--- src/apd_regs.svh ---
// constants of the addressing-mode and prebyte decoder
//
// Behaviour
// - short indirect: pointer address byte, one-byte pointer, address 00..ff
// - long indirect forms: one-byte pointer address, 16-bit pointer word
// - for indirect modes the byte after the opcode locates the pointer
// - indirect indexed address is unsigned pointer plus selected index
// - short indirect indexed reaches 00..1fe with one byte after opcode
// - relative mode adds an 8-bit signed offset to the pc
// - relative direct offset follows opcode; indirect names offset location
// - relative mode only for conditional jumps and relative call; the code also gives it to 20 and 21, which it groups as unconditional jumps
// - load, compare, logic, arithmetic take long and short memory forms
// - read-modify-write, bit, call and jump take short forms only
// - instructions fall into thirteen functional groups
// - optional prebyte, opcode, then zero to two address bytes
// - exactly three prebyte codes, each modifying the next opcode
// - prebyte 90 turns an X instruction into its Y twin
// - prebyte 92 turns direct and X indexed into indirect forms
// - prebyte 91 turns X indirect indexed into Y indirect indexed
// - a prebyte applies to the opcode straight after it
// - a byte neither opcode nor prebyte raises a reset
// - a valid prebyte with an unauthorised opcode raises no reset
`ifndef APD_REGS_SVH
`define APD_REGS_SVH
`define APD_PRE_Y 8'h90
`define APD_PRE_IY 8'h91
`define APD_PRE_IX 8'h92
`define APD_OP_RELATIVE_SUBROUTINE_CALL 8'had
`define APD_OP_MUL 8'h42
`define APD_OP_BAD_IMM_ST 8'ha7
`define APD_OP_BAD_IMM_JP 8'hac
`define APD_OP_BAD_IMM_CALL 8'had
`define APD_RST_ADDR 16'h0000
`define APD_PAGE0 8'h00
`endif

--- src/apd_pkg.sv ---
// types of the addressing-mode and prebyte decoder
package apd_pkg;
    typedef enum logic [3:0] {
        AM_INH = 4'h0, AM_IMM = 4'h1, AM_SDIR = 4'h2, AM_LDIR = 4'h3,
        AM_IX0 = 4'h4, AM_SIX = 4'h5, AM_LIX = 4'h6, AM_SIND = 4'h7,
        AM_LIND = 4'h8, AM_SINDX = 4'h9, AM_LINDX = 4'ha, AM_REL = 4'hb,
        AM_RELI = 4'hc, AM_BDIR = 4'hd, AM_BIND = 4'he
    } apd_mode_t;
    typedef enum logic [3:0] {
        GR_LD = 4'h0, GR_STACK = 4'h1, GR_INCDEC = 4'h2, GR_CMP = 4'h3,
        GR_LOGIC = 4'h4, GR_BIT = 4'h5, GR_BTJ = 4'h6, GR_ARITH = 4'h7,
        GR_SHIFT = 4'h8, GR_UJUMP = 4'h9, GR_CJUMP = 4'ha, GR_INTR = 4'hb,
        GR_CCFLAG = 4'hc
    } apd_grp_t;
    typedef enum logic [1:0] {
        PF_NONE = 2'h0, PF_Y = 2'h1, PF_IX = 2'h2, PF_IY = 2'h3
    } apd_pre_t;
    typedef enum logic [2:0] {
        S_IDLE = 3'h0, S_OPC = 3'h1, S_ARG1 = 3'h2, S_ARG2 = 3'h3,
        S_PTR1 = 3'h4, S_PTR2 = 3'h5, S_ROFF = 3'h6
    } apd_st_t;
    typedef struct packed {
        apd_mode_t mode;
        apd_grp_t grp;
        logic use_y;
        logic both_forms;
        logic short_only;
        logic unauth;
        logic illegal;
        logic bit_jump;
    } apd_dec_t;
    typedef struct packed {
        logic [7:0] opcode;
        apd_pre_t pre;
        apd_dec_t dec;
    } apd_ins_t;
endpackage

--- src/apd_ea_add.sv ---
// effective address and relative target adders
`timescale 1ns/100ps
module apd_ea_add import apd_pkg::*; (
    input wire logic [15:0] base_i,
    input wire logic [7:0] idx_i,
    input wire logic use_idx_i,
    input wire logic [15:0] rel_pc_i,
    input wire logic [7:0] off_i,
    output logic [15:0] sum_o,
    output logic [15:0] tgt_o
);
    logic [15:0] idx_ext;
    logic [15:0] off_ext;
    // no sign extension of the index: 8-bit pointer plus ff tops at 1fe
    assign idx_ext = use_idx_i ? {8'h00, idx_i} : 16'h0000;
    assign sum_o = base_i + idx_ext;
    assign off_ext = {{8{off_i[7]}}, off_i};
    assign tgt_o = rel_pc_i + off_ext;
endmodule // apd_ea_add

--- src/apd_op_decode.sv ---
// opcode and prebyte decode into mode, group and form flags
`timescale 1ns/100ps
`include "apd_regs.svh"
module apd_op_decode import apd_pkg::*; (
    input wire logic [7:0] op_i,
    input wire apd_pre_t pre_i,
    output apd_dec_t dec_o
);
    function automatic apd_grp_t alu_grp(input logic [3:0] lo);
        case (lo)
            4'h0, 4'h2, 4'h9, 4'hb: alu_grp = GR_ARITH;
            4'h1, 4'h3, 4'h5: alu_grp = GR_CMP;
            4'h4, 4'h8, 4'ha: alu_grp = GR_LOGIC;
            4'hc, 4'hd: alu_grp = GR_UJUMP;
            default: alu_grp = GR_LD;
        endcase
    endfunction
    logic [3:0] hi;
    logic [3:0] lo;
    logic rmw_row;
    logic alu_row;
    logic bad;
    logic so;
    logic jp_call;
    apd_mode_t base_m;
    apd_mode_t m;
    apd_grp_t grp;
    logic uy;
    logic un;
    assign hi = op_i[7:4];
    assign lo = op_i[3:0];
    assign rmw_row = (hi >= 4'h3) && (hi <= 4'h7);
    assign alu_row = (hi >= 4'ha);
    assign jp_call = alu_row && (lo == 4'hc || lo == 4'hd);
    assign bad = (rmw_row && (lo == 4'h1 || lo == 4'h2 || lo == 4'h5
                 || lo == 4'hb) && op_i != `APD_OP_MUL)
                 || op_i == `APD_OP_BAD_IMM_ST
                 || op_i == `APD_OP_BAD_IMM_JP;
    // read-modify-write, bit, call and jump are marked short-only; their long forms still decode long and only set unauth
    assign so = rmw_row || hi <= 4'h1 || jp_call;
    always_comb begin
        case (hi)
            4'h0, 4'h1: base_m = AM_BDIR;
            4'h2: base_m = AM_REL;
            4'h3, 4'hb: base_m = AM_SDIR;
            4'h6, 4'he: base_m = AM_SIX;
            4'h7, 4'hf: base_m = AM_IX0;
            4'hc: base_m = AM_LDIR;
            4'hd: base_m = AM_LIX;
            4'ha: base_m = (op_i == `APD_OP_RELATIVE_SUBROUTINE_CALL) ? AM_REL : AM_IMM;
            default: base_m = AM_INH;
        endcase
    end
    always_comb begin
        if (hi == 4'h0) begin
            grp = GR_BTJ;
        end else if (hi == 4'h1) begin
            grp = GR_BIT;
        end else if (hi == 4'h2) begin
            grp = (lo <= 4'h1) ? GR_UJUMP : GR_CJUMP;
        end else if (rmw_row) begin
            case (lo)
                4'h0, 4'h3: grp = GR_LOGIC;
                4'ha, 4'hc: grp = GR_INCDEC;
                4'hd: grp = GR_CMP;
                4'h2: grp = GR_ARITH;
                4'hf: grp = GR_LD;
                default: grp = GR_SHIFT;
            endcase
        end else if (hi == 4'h8) begin
            case (lo)
                4'h0, 4'h3, 4'he, 4'hf: grp = GR_INTR;
                4'h1: grp = GR_UJUMP;
                default: grp = GR_STACK;
            endcase
        end else if (hi == 4'h9) begin
            case (lo)
                4'h8, 4'h9, 4'ha, 4'hb: grp = GR_CCFLAG;
                4'hc: grp = GR_STACK;
                4'hd: grp = GR_UJUMP;
                default: grp = GR_LD;
            endcase
        end else if (op_i == `APD_OP_RELATIVE_SUBROUTINE_CALL) begin
            grp = GR_UJUMP;
        end else begin
            grp = alu_grp(lo);
        end
    end
    // an unauthorised pairing only sets a flag; the plain opcode runs, save a long form under 92 or a long indexed form under 91, which runs indirect,
    // and a long indexed form under 90, which runs Y indexed
    always_comb begin
        m = base_m;
        uy = 1'b0;
        un = 1'b0;
        case (pre_i)
            PF_Y: begin
                if (hi <= 4'h2) un = 1'b1;
                else uy = 1'b1;
            end
            PF_IX: begin
                case (base_m)
                    AM_SDIR: m = AM_SIND;
                    AM_LDIR: m = AM_LIND;
                    AM_SIX: m = AM_SINDX;
                    AM_LIX: m = AM_LINDX;
                    AM_REL: m = AM_RELI;
                    AM_BDIR: m = AM_BIND;
                    default: un = 1'b1;
                endcase
            end
            PF_IY: begin
                if (base_m == AM_SIX || base_m == AM_LIX) begin
                    m = (base_m == AM_SIX) ? AM_SINDX : AM_LINDX;
                    uy = 1'b1;
                end else begin
                    un = 1'b1;
                end
            end
            default: ;
        endcase
        if (so && (m == AM_LDIR || m == AM_LIX || m == AM_LIND
                   || m == AM_LINDX)) begin
            un = 1'b1;
        end
    end
    assign dec_o = '{mode: m, grp: grp, use_y: uy,
                     both_forms: alu_row && !jp_call,
                     short_only: so, unauth: un, illegal: bad,
                     bit_jump: hi == 4'h0};
endmodule // apd_op_decode

--- src/apd_addr_decoder.sv ---
// instruction fetch, prebyte handling and effective address sequencer
`timescale 1ns/100ps
`include "apd_regs.svh"
module apd_addr_decoder import apd_pkg::*; (
    input wire logic clk_i,
    input wire logic reset_i,
    input wire logic start_i,
    input wire logic [15:0] pc_i,
    input wire logic [7:0] x_i,
    input wire logic [7:0] y_i,
    input wire logic mem_ack_i,
    input wire logic [7:0] mem_rdata_i,
    output logic mem_req_o,
    output logic [15:0] mem_addr_o,
    output logic busy_o,
    output logic done_o,
    output logic [15:0] ea_o,
    output logic [15:0] tgt_o,
    output logic [15:0] next_pc_o,
    output apd_ins_t ins_o,
    output logic illegal_rst_o
);
    apd_st_t st_q;
    apd_st_t st_d;
    apd_pre_t pre_q;
    apd_pre_t pre_d;
    apd_ins_t ins_q;
    apd_ins_t ins_d;
    apd_dec_t dec;
    apd_mode_t mode_c;
    logic [15:0] pc_q;
    logic [15:0] pc_d;
    logic [15:0] addr_q;
    logic [15:0] addr_d;
    logic [15:0] ea_q;
    logic [15:0] ea_d;
    logic [15:0] tgt_q;
    logic [15:0] tgt_d;
    logic [15:0] npc_q;
    logic [15:0] npc_d;
    logic [7:0] a1_q;
    logic [7:0] a1_d;
    logic done_q;
    logic done_d;
    logic ill_q;
    logic ill_d;
    logic fin;
    logic take;
    logic is_pre;
    apd_pre_t pre_new;
    logic y_sel;
    logic [7:0] idx;
    logic use_idx;
    logic [7:0] base_hi;
    logic [15:0] sum;
    logic [15:0] tgt;
    logic [15:0] rd_sx;

    assign take = mem_req_o && mem_ack_i;
    assign is_pre = mem_rdata_i == `APD_PRE_Y
                    || mem_rdata_i == `APD_PRE_IY
                    || mem_rdata_i == `APD_PRE_IX;
    assign pre_new = (mem_rdata_i == `APD_PRE_Y) ? PF_Y
                   : (mem_rdata_i == `APD_PRE_IY) ? PF_IY : PF_IX;
    assign mode_c = (st_q == S_OPC) ? dec.mode : ins_q.dec.mode;
    assign y_sel = (st_q == S_OPC) ? dec.use_y : ins_q.dec.use_y;
    assign idx = y_sel ? y_i : x_i;
    assign use_idx = mode_c == AM_SIX || mode_c == AM_LIX
                     || mode_c == AM_SINDX || mode_c == AM_LINDX;
    // high byte comes from the first operand or pointer byte
    assign base_hi = (st_q == S_ARG2 || st_q == S_PTR2) ? a1_q
                     : `APD_PAGE0;
    assign rd_sx = {{8{mem_rdata_i[7]}}, mem_rdata_i};

    apd_op_decode u_dec (
        .op_i(mem_rdata_i),
        .pre_i(pre_q),
        .dec_o(dec)
    );

    apd_ea_add u_add (
        .base_i({base_hi, mem_rdata_i}),
        .idx_i(idx),
        .use_idx_i(use_idx),
        .rel_pc_i(pc_d),
        .off_i(mem_rdata_i),
        .sum_o(sum),
        .tgt_o(tgt)
    );

    always_comb begin
        st_d = st_q;
        pc_d = pc_q;
        pre_d = pre_q;
        a1_d = a1_q;
        ea_d = ea_q;
        tgt_d = tgt_q;
        ins_d = ins_q;
        npc_d = npc_q;
        ill_d = 1'b0;
        fin = 1'b0;
        case (st_q)
            S_IDLE: begin
                if (start_i) begin
                    st_d = S_OPC;
                    pc_d = pc_i;
                    pre_d = PF_NONE;
                end
            end
            S_OPC: begin
                if (take) begin
                    pc_d = pc_q + 16'h0001;
                    if (is_pre) begin
                        // a second prebyte simply replaces the first
                        pre_d = pre_new;
                    end else if (dec.illegal) begin
                        ill_d = 1'b1;
                        st_d = S_IDLE;
                    end else begin
                        ins_d = '{opcode: mem_rdata_i, pre: pre_q, dec: dec};
                        case (dec.mode)
                            AM_INH: fin = 1'b1;
                            AM_IMM: begin
                                ea_d = pc_d;
                                pc_d = pc_q + 16'h0002;
                                fin = 1'b1;
                            end
                            AM_IX0: begin
                                ea_d = {8'h00, idx};
                                fin = 1'b1;
                            end
                            default: st_d = S_ARG1;
                        endcase
                    end
                end
            end
            S_ARG1: begin
                if (take) begin
                    pc_d = pc_q + 16'h0001;
                    a1_d = mem_rdata_i;
                    case (mode_c)
                        AM_SDIR, AM_SIX: begin
                            ea_d = sum;
                            fin = 1'b1;
                        end
                        AM_LDIR, AM_LIX: st_d = S_ARG2;
                        AM_REL: begin
                            tgt_d = tgt;
                            fin = 1'b1;
                        end
                        AM_BDIR: begin
                            ea_d = sum;
                            if (ins_q.dec.bit_jump) st_d = S_ROFF;
                            else fin = 1'b1;
                        end
                        default: st_d = S_PTR1;
                    endcase
                end
            end
            S_ARG2: begin
                if (take) begin
                    pc_d = pc_q + 16'h0001;
                    ea_d = sum;
                    fin = 1'b1;
                end
            end
            S_PTR1: begin
                if (take) begin
                    a1_d = mem_rdata_i;
                    case (mode_c)
                        AM_LIND, AM_LINDX: st_d = S_PTR2;
                        AM_RELI: begin
                            tgt_d = tgt;
                            fin = 1'b1;
                        end
                        AM_BIND: begin
                            ea_d = sum;
                            if (ins_q.dec.bit_jump) st_d = S_ROFF;
                            else fin = 1'b1;
                        end
                        default: begin
                            ea_d = sum;
                            fin = 1'b1;
                        end
                    endcase
                end
            end
            S_PTR2: begin
                if (take) begin
                    ea_d = sum;
                    fin = 1'b1;
                end
            end
            S_ROFF: begin
                if (take) begin
                    pc_d = pc_q + 16'h0001;
                    tgt_d = tgt;
                    fin = 1'b1;
                end
            end
            default: st_d = S_IDLE;
        endcase
        if (fin) begin
            st_d = S_IDLE;
            npc_d = pc_d;
        end
        done_d = fin;
    end

    // address is registered, so the word pointer needs a+1 worked out here
    always_comb begin
        if (st_d == S_PTR1) begin
            addr_d = {`APD_PAGE0, a1_d};
        end else if (st_d == S_PTR2) begin
            addr_d = (st_q == S_PTR1) ? addr_q + 16'h0001 : addr_q;
        end else begin
            addr_d = pc_d;
        end
    end

    always_ff @(posedge clk_i) begin
        if (reset_i) begin
            st_q <= S_IDLE;
            pre_q <= PF_NONE;
        end else begin
            st_q <= st_d;
            pre_q <= pre_d;
        end
    end

    always_ff @(posedge clk_i) begin
        if (reset_i) begin
            pc_q <= `APD_RST_ADDR;
            addr_q <= `APD_RST_ADDR;
            ea_q <= `APD_RST_ADDR;
            tgt_q <= `APD_RST_ADDR;
            npc_q <= `APD_RST_ADDR;
            a1_q <= 8'h00;
            ins_q <= '0;
            done_q <= 1'b0;
            ill_q <= 1'b0;
        end else begin
            pc_q <= pc_d;
            addr_q <= addr_d;
            ea_q <= ea_d;
            tgt_q <= tgt_d;
            npc_q <= npc_d;
            a1_q <= a1_d;
            ins_q <= ins_d;
            done_q <= done_d;
            ill_q <= ill_d;
        end
    end

    assign mem_req_o = st_q != S_IDLE;
    assign busy_o = st_q != S_IDLE;
    assign mem_addr_o = addr_q;
    assign done_o = done_q;
    assign ea_o = ea_q;
    assign tgt_o = tgt_q;
    assign next_pc_o = npc_q;
    assign ins_o = ins_q;
    assign illegal_rst_o = ill_q;

    property p_illegal_idle;
        @(posedge clk_i) disable iff (reset_i)
        st_q == S_OPC && take && !is_pre && dec.illegal
        |=> ill_q && st_q == S_IDLE && !done_q;
    endproperty
    a_illegal_idle: assert property (p_illegal_idle)
        else $error("unknown opcode did not raise reset");

    property p_pre_no_reset;
        @(posedge clk_i) disable iff (reset_i)
        st_q == S_OPC && take && is_pre
        |=> !ill_q && st_q == S_OPC && mem_addr_o == $past(pc_q) + 16'h0001;
    endproperty
    a_pre_no_reset: assert property (p_pre_no_reset)
        else $error("prebyte not followed by opcode fetch");

    property p_unauth_no_reset;
        @(posedge clk_i) disable iff (reset_i)
        st_q == S_OPC && take && !is_pre && dec.unauth |=> !ill_q;
    endproperty
    a_unauth_no_reset: assert property (p_unauth_no_reset)
        else $error("unauthorised pairing raised reset");

    property p_ptr_page0;
        @(posedge clk_i) disable iff (reset_i)
        st_q == S_PTR1 |-> mem_addr_o[15:8] == 8'h00;
    endproperty
    a_ptr_page0: assert property (p_ptr_page0)
        else $error("pointer address left page zero");

    property p_short_ind;
        @(posedge clk_i) disable iff (reset_i)
        done_q && ins_q.dec.mode == AM_SIND |-> ea_q[15:8] == 8'h00;
    endproperty
    a_short_ind: assert property (p_short_ind)
        else $error("short indirect address above ff");

    property p_short_indx;
        @(posedge clk_i) disable iff (reset_i)
        st_q == S_PTR1 && take && mode_c == AM_SINDX
        |=> done_q && ea_q <= 16'h01fe
            && ea_q == {8'h00, $past(mem_rdata_i)} + {8'h00, $past(idx)};
    endproperty
    a_short_indx: assert property (p_short_indx)
        else $error("short indirect indexed sum wrong");

    property p_long_ptr;
        @(posedge clk_i) disable iff (reset_i)
        st_q == S_PTR1 && take && mode_c == AM_LIND
        ##1 (st_q == S_PTR2 && take)
        |=> done_q && ea_q == {$past(a1_q), $past(mem_rdata_i)};
    endproperty
    a_long_ptr: assert property (p_long_ptr)
        else $error("long pointer word not used as address");

    property p_rel_target;
        @(posedge clk_i) disable iff (reset_i)
        st_q == S_ARG1 && take && mode_c == AM_REL
        |=> done_q && tgt_q == $past(pc_q) + 16'h0001 + $past(rd_sx);
    endproperty
    a_rel_target: assert property (p_rel_target)
        else $error("relative target wrong");

    property p_y_prefix;
        @(posedge clk_i) disable iff (reset_i)
        done_q && ins_q.pre == PF_Y && !ins_q.dec.unauth
        |-> ins_q.dec.use_y;
    endproperty
    a_y_prefix: assert property (p_y_prefix)
        else $error("y prebyte ignored");

    property p_ix_prefix;
        @(posedge clk_i) disable iff (reset_i)
        done_q && ins_q.pre == PF_IX && !ins_q.dec.unauth
        |-> ins_q.dec.mode inside {AM_SIND, AM_LIND, AM_SINDX,
                                   AM_LINDX, AM_RELI, AM_BIND};
    endproperty
    a_ix_prefix: assert property (p_ix_prefix)
        else $error("indirect prebyte gave a direct mode");

    property p_iy_prefix;
        @(posedge clk_i) disable iff (reset_i)
        done_q && ins_q.pre == PF_IY && !ins_q.dec.unauth
        |-> ins_q.dec.use_y && ins_q.dec.mode inside {AM_SINDX, AM_LINDX};
    endproperty
    a_iy_prefix: assert property (p_iy_prefix)
        else $error("y indirect prebyte wrong");
endmodule // apd_addr_decoder

--- config.mk ---
export PLATFORM = sky130hd
export DESIGN_NAME = apd_addr_decoder
export DESIGN_NICKNAME = d
export VERILOG_FILES = /design/src/apd_pkg.sv /design/src/apd_ea_add.sv /design/src/apd_op_decode.sv /design/src/apd_addr_decoder.sv
export VERILOG_INCLUDE_DIRS = /design/src
export SDC_FILE = /design/constraint.sdc
export NUM_CORES = 1
export LEC_CHECK = 0
export BUFFER_PORTS_ARGS = -buffer_cell sky130_fd_sc_hd__clkbuf_2
export CAP_MARGIN = 0
export CORE_AREA = 2 2 109 163
export CTS_BUF_LIST = sky130_fd_sc_hd__clkbuf_8
export DETAILED_ROUTE_END_ITERATION = 8
export DIE_AREA = 0 0 111 165
export PLACE_DENSITY_LB_ADDON = 0.12
export SLEW_MARGIN = 20
export SYNTH_ARGS = -nofsm -noshare
export SYNTH_HDL_FRONTEND = slang
export SYNTH_SLANG_ARGS = --single-unit
--- constraint.sdc ---
create_clock -name clk_i -period 4.7 [get_ports clk_i]
set_input_delay 0.47 -clock clk_i [delete_from_list [all_inputs] [get_ports clk_i]]
set_output_delay 0.47 -clock clk_i [all_outputs]
set_load 0.02 [all_outputs]
==> run metrics <==
GR Util All Layers 34.8%; Die ar. 0.0183 sq mm; post-synthesis sequential area ratio 26.4%; CP Class in2reg; final period utilization 94.1%; nets@finish 1493; Worst-path clk slew 0.08 ns; Max IR drop VDD 0.238 mV; Post-synth EDFFs 0; vias in the first global route 9539; Synth area leader dfxtp_1; RSZ-0062 raised after global routing false; area occupied by multi-input gates 0.00610 sq mm; Syn Inst Count 1186; layout cells sized above 1 26.8%; Die X 111 um; Core Util, Final 66.4%; hold bufs inserted after CTS 0; MaxCap Viol Count 0; met2 Resource Use GR 60.9%; Congestion Overflow GR 0; H-tree depth 4; CP max stage delay 0.39 ns; ys flop type dfxtp_1; worst-skew pair later-pin latency 0.46 ns; post-CTS resize count 0; initial antenna violation count 2; FF/Latch Area 0.00236 sq mm; first-pass GRT wire length 49.9 mm; Pleak 4.76 nW; total wire length 32.5 mm; Critical-path top delay cell fa_1; Yosys reg bits 118; Area contributors post-synth dfxtp_1 26%, mux2i_1 6.4%, nand2_1 6.3%, a21oi_1 5.9%, nor2_1 5.2%; TritonCTS Buffers 17; ANT nets after route 0; min Tclk post-route 4.42 ns; Cell Area, Synth 0.00894 sq mm; Layout Cells excl Fill 1643; Syn Area/Cell 7.54 sq um; dpl cells 1612; Slew HR 32.0%; Clock power frac 25.3%; clock sink count 118; outcome complete, no violations; Comb pwr share 40.9%; post-synth net total 1258; I/O pins 136; DRT Pass-1 Iters 9; Iter 0 DRT Violations 902; met3 Track Usage GR 6.68%; largest net degree at the start of global routing 89; fillers 1515; CTS tree built; Port Buffers 134; dpl hpwl 25.2 mm; NetSw 1.35 mW; P per Cell Area 303 mW/mm^2; Worst setup SP type primary input; Setup Skew 0.0145 ns; clk buf depth 2; Max FO, Critical Path 12; DRC errors left 0; Area Growth Syn to Fin 24.5%; Root Driver clkbuf_8; Slew Limit Fails 0; routability-driven placement congestion ratio 1.04; met1 usage in global routing 37.6%; nature of the critical path endpoint register; Final Instance Area 0.0111 sq mm; CP Data Arrival Time 4.75 ns; count leader, synth nand2_1; Switching Fraction 40.0%; Synth cell types 102; worst hold path type in2reg; Top Usage Layer GRT met2; Starting Density 53.3%; Setup Fix Bufs, Post-CTS 0; routed len/inst 19.8 um; area of the core 0.0168 sq mm; Reg power frac 33.8%; commonest cells in the netlist 151 x nand2_1, 124 x nor2_1, 118 x dfxtp_1; crit-path cells clkbuf_2, and4bb_1, a32oi_1, nand2_1, nor2_2, a21oi_1, o211ai_1, nand2_1, ha_1, fa_1, a21o_1, a21oi_1, o21bai_1, a31oi_1, o21ai_0, o41a_1, a21o_1, a21oi_1, xor2_1, o22ai_1; Die Ht 165 um; Vias/cell 6.08; hold_ws 0.323 ns; Fmax achieved 0.226 GHz; Worst-Margin Slew 1.01 ns; via count 9988; antenna diode count 0; Synth Warn # 0; Site Rows 58; worst path required time 5.03 ns; Final Hold Fails 0; share of the synthesized area in the top cell type 26.4%; final setup fails 0; share of flip-flops with an asynchronous set or reset 0%; Int Pwr 2.02 mW; Placed Area 0.0108 sq mm; CP most frequent cell a21oi_1
## cell usage in the layout, fill, tap and decap left out, drive strengths merged, types with 24 or more instances in the layout
cell and n:
dfxtp 118, clkbuf 152, a21oi 106, nand3 34, nand2 151, nor3 33, o21ai 67, xnor2 43
a211oi 26, mux2i 59, nor2 124, inv 32, buf 168, ha 26, xor2 24
## critical path: cells and delay by family
family                     cells  cell delay, ns
AOI/OAI and AO/OA             12            2.35
xor gates and xnor gates       1            0.16
adders and majority gates      2            0.64
buffers and inverters          1            0.26
and+or+nand+nor                4            0.88
## area by class of cell
| cell class | instances | share of cell area (%) |
|---|---|---|
| multi-input combinational | 954 | 54.8 |
| sequential | 118 | 21.2 |
| timing repair buffer | 301 | 17.5 |
| tap | 210 | 2.36 |
| clock buffer | 19 | 2.35 |
| inverter | 29 | 0.978 |
| clock inverter | 12 | 0.742 |
## per-layer routing
layer	wire length, um	up-vias
met3	2020	143
li1	-	4743
met2	15900	433
met5	33	-
met1	11900	4665
met4	2550	4
## worst paths after layout
| kind | cells past startpoint | slack (ns) | startpoint | endpoint |
|---|---|---|---|---|
| setup / recovery | 20 | 0.28 | mem_rdata_i[5] | tgt_o[14] |
| hold / removal | 2 | 0.32 | reset_i | pre_q[1] |
| setup reg to reg | 21 | 0.28 | pre_q[1] | tgt_o[14] |
| hold reg to reg | 2 | 0.46 | ins_o[6] | ins_o[6] |
## sequential cells by signal (all words and copies together) (netlist names)
signal         count
tgt_o             16
pre_q              2
mem_addr_o        16
illegal_rst_o      1
a1_q               8
st_q               3
pc_q              16
ins_o             23
done_o             1
next_pc_o         16
ea_o              16
## metrics by stage
stage / power (mW) / setup TNS [ns] / worst slack, ns
finish: 3.37 / 0 / 0.279
CTS: 3.35 / 0 / 0.207
floorplan: 1.98 / 0 / 0.0719
global route: 3.53 / 0 / 0.0210
global placement: 2.49 / -0.306 / -0.0955
detailed placement: 2.50 / -0.526 / -0.124
## power groups by stage
stage / Clock [mW] / Combinational, mW / Sequential (mW)
2_1_floorplan: 0 / 0.800 / 1.18
4_1_cts: 0.863 / 1.35 / 1.13
3_3_place_gp: 0 / 1.34 / 1.16
6_report: 0.853 / 1.38 / 1.14
3_5_place_dp: 0 / 1.35 / 1.16
5_1_grt: 0.901 / 1.49 / 1.14
## cell families after synthesis
kind of cell,Yosys count,share of synthesized area (%)
compound gates,335,25.0
xor+xnor,67,6.56
fa+ha+maj,28,4.09
buf+inv,114,5.85
flops,118,26.4
mux,61,6.94
other cells,1,0.0420
simple gates,462,25.1
No activity file was read; power rests on OpenSTA's default activity.
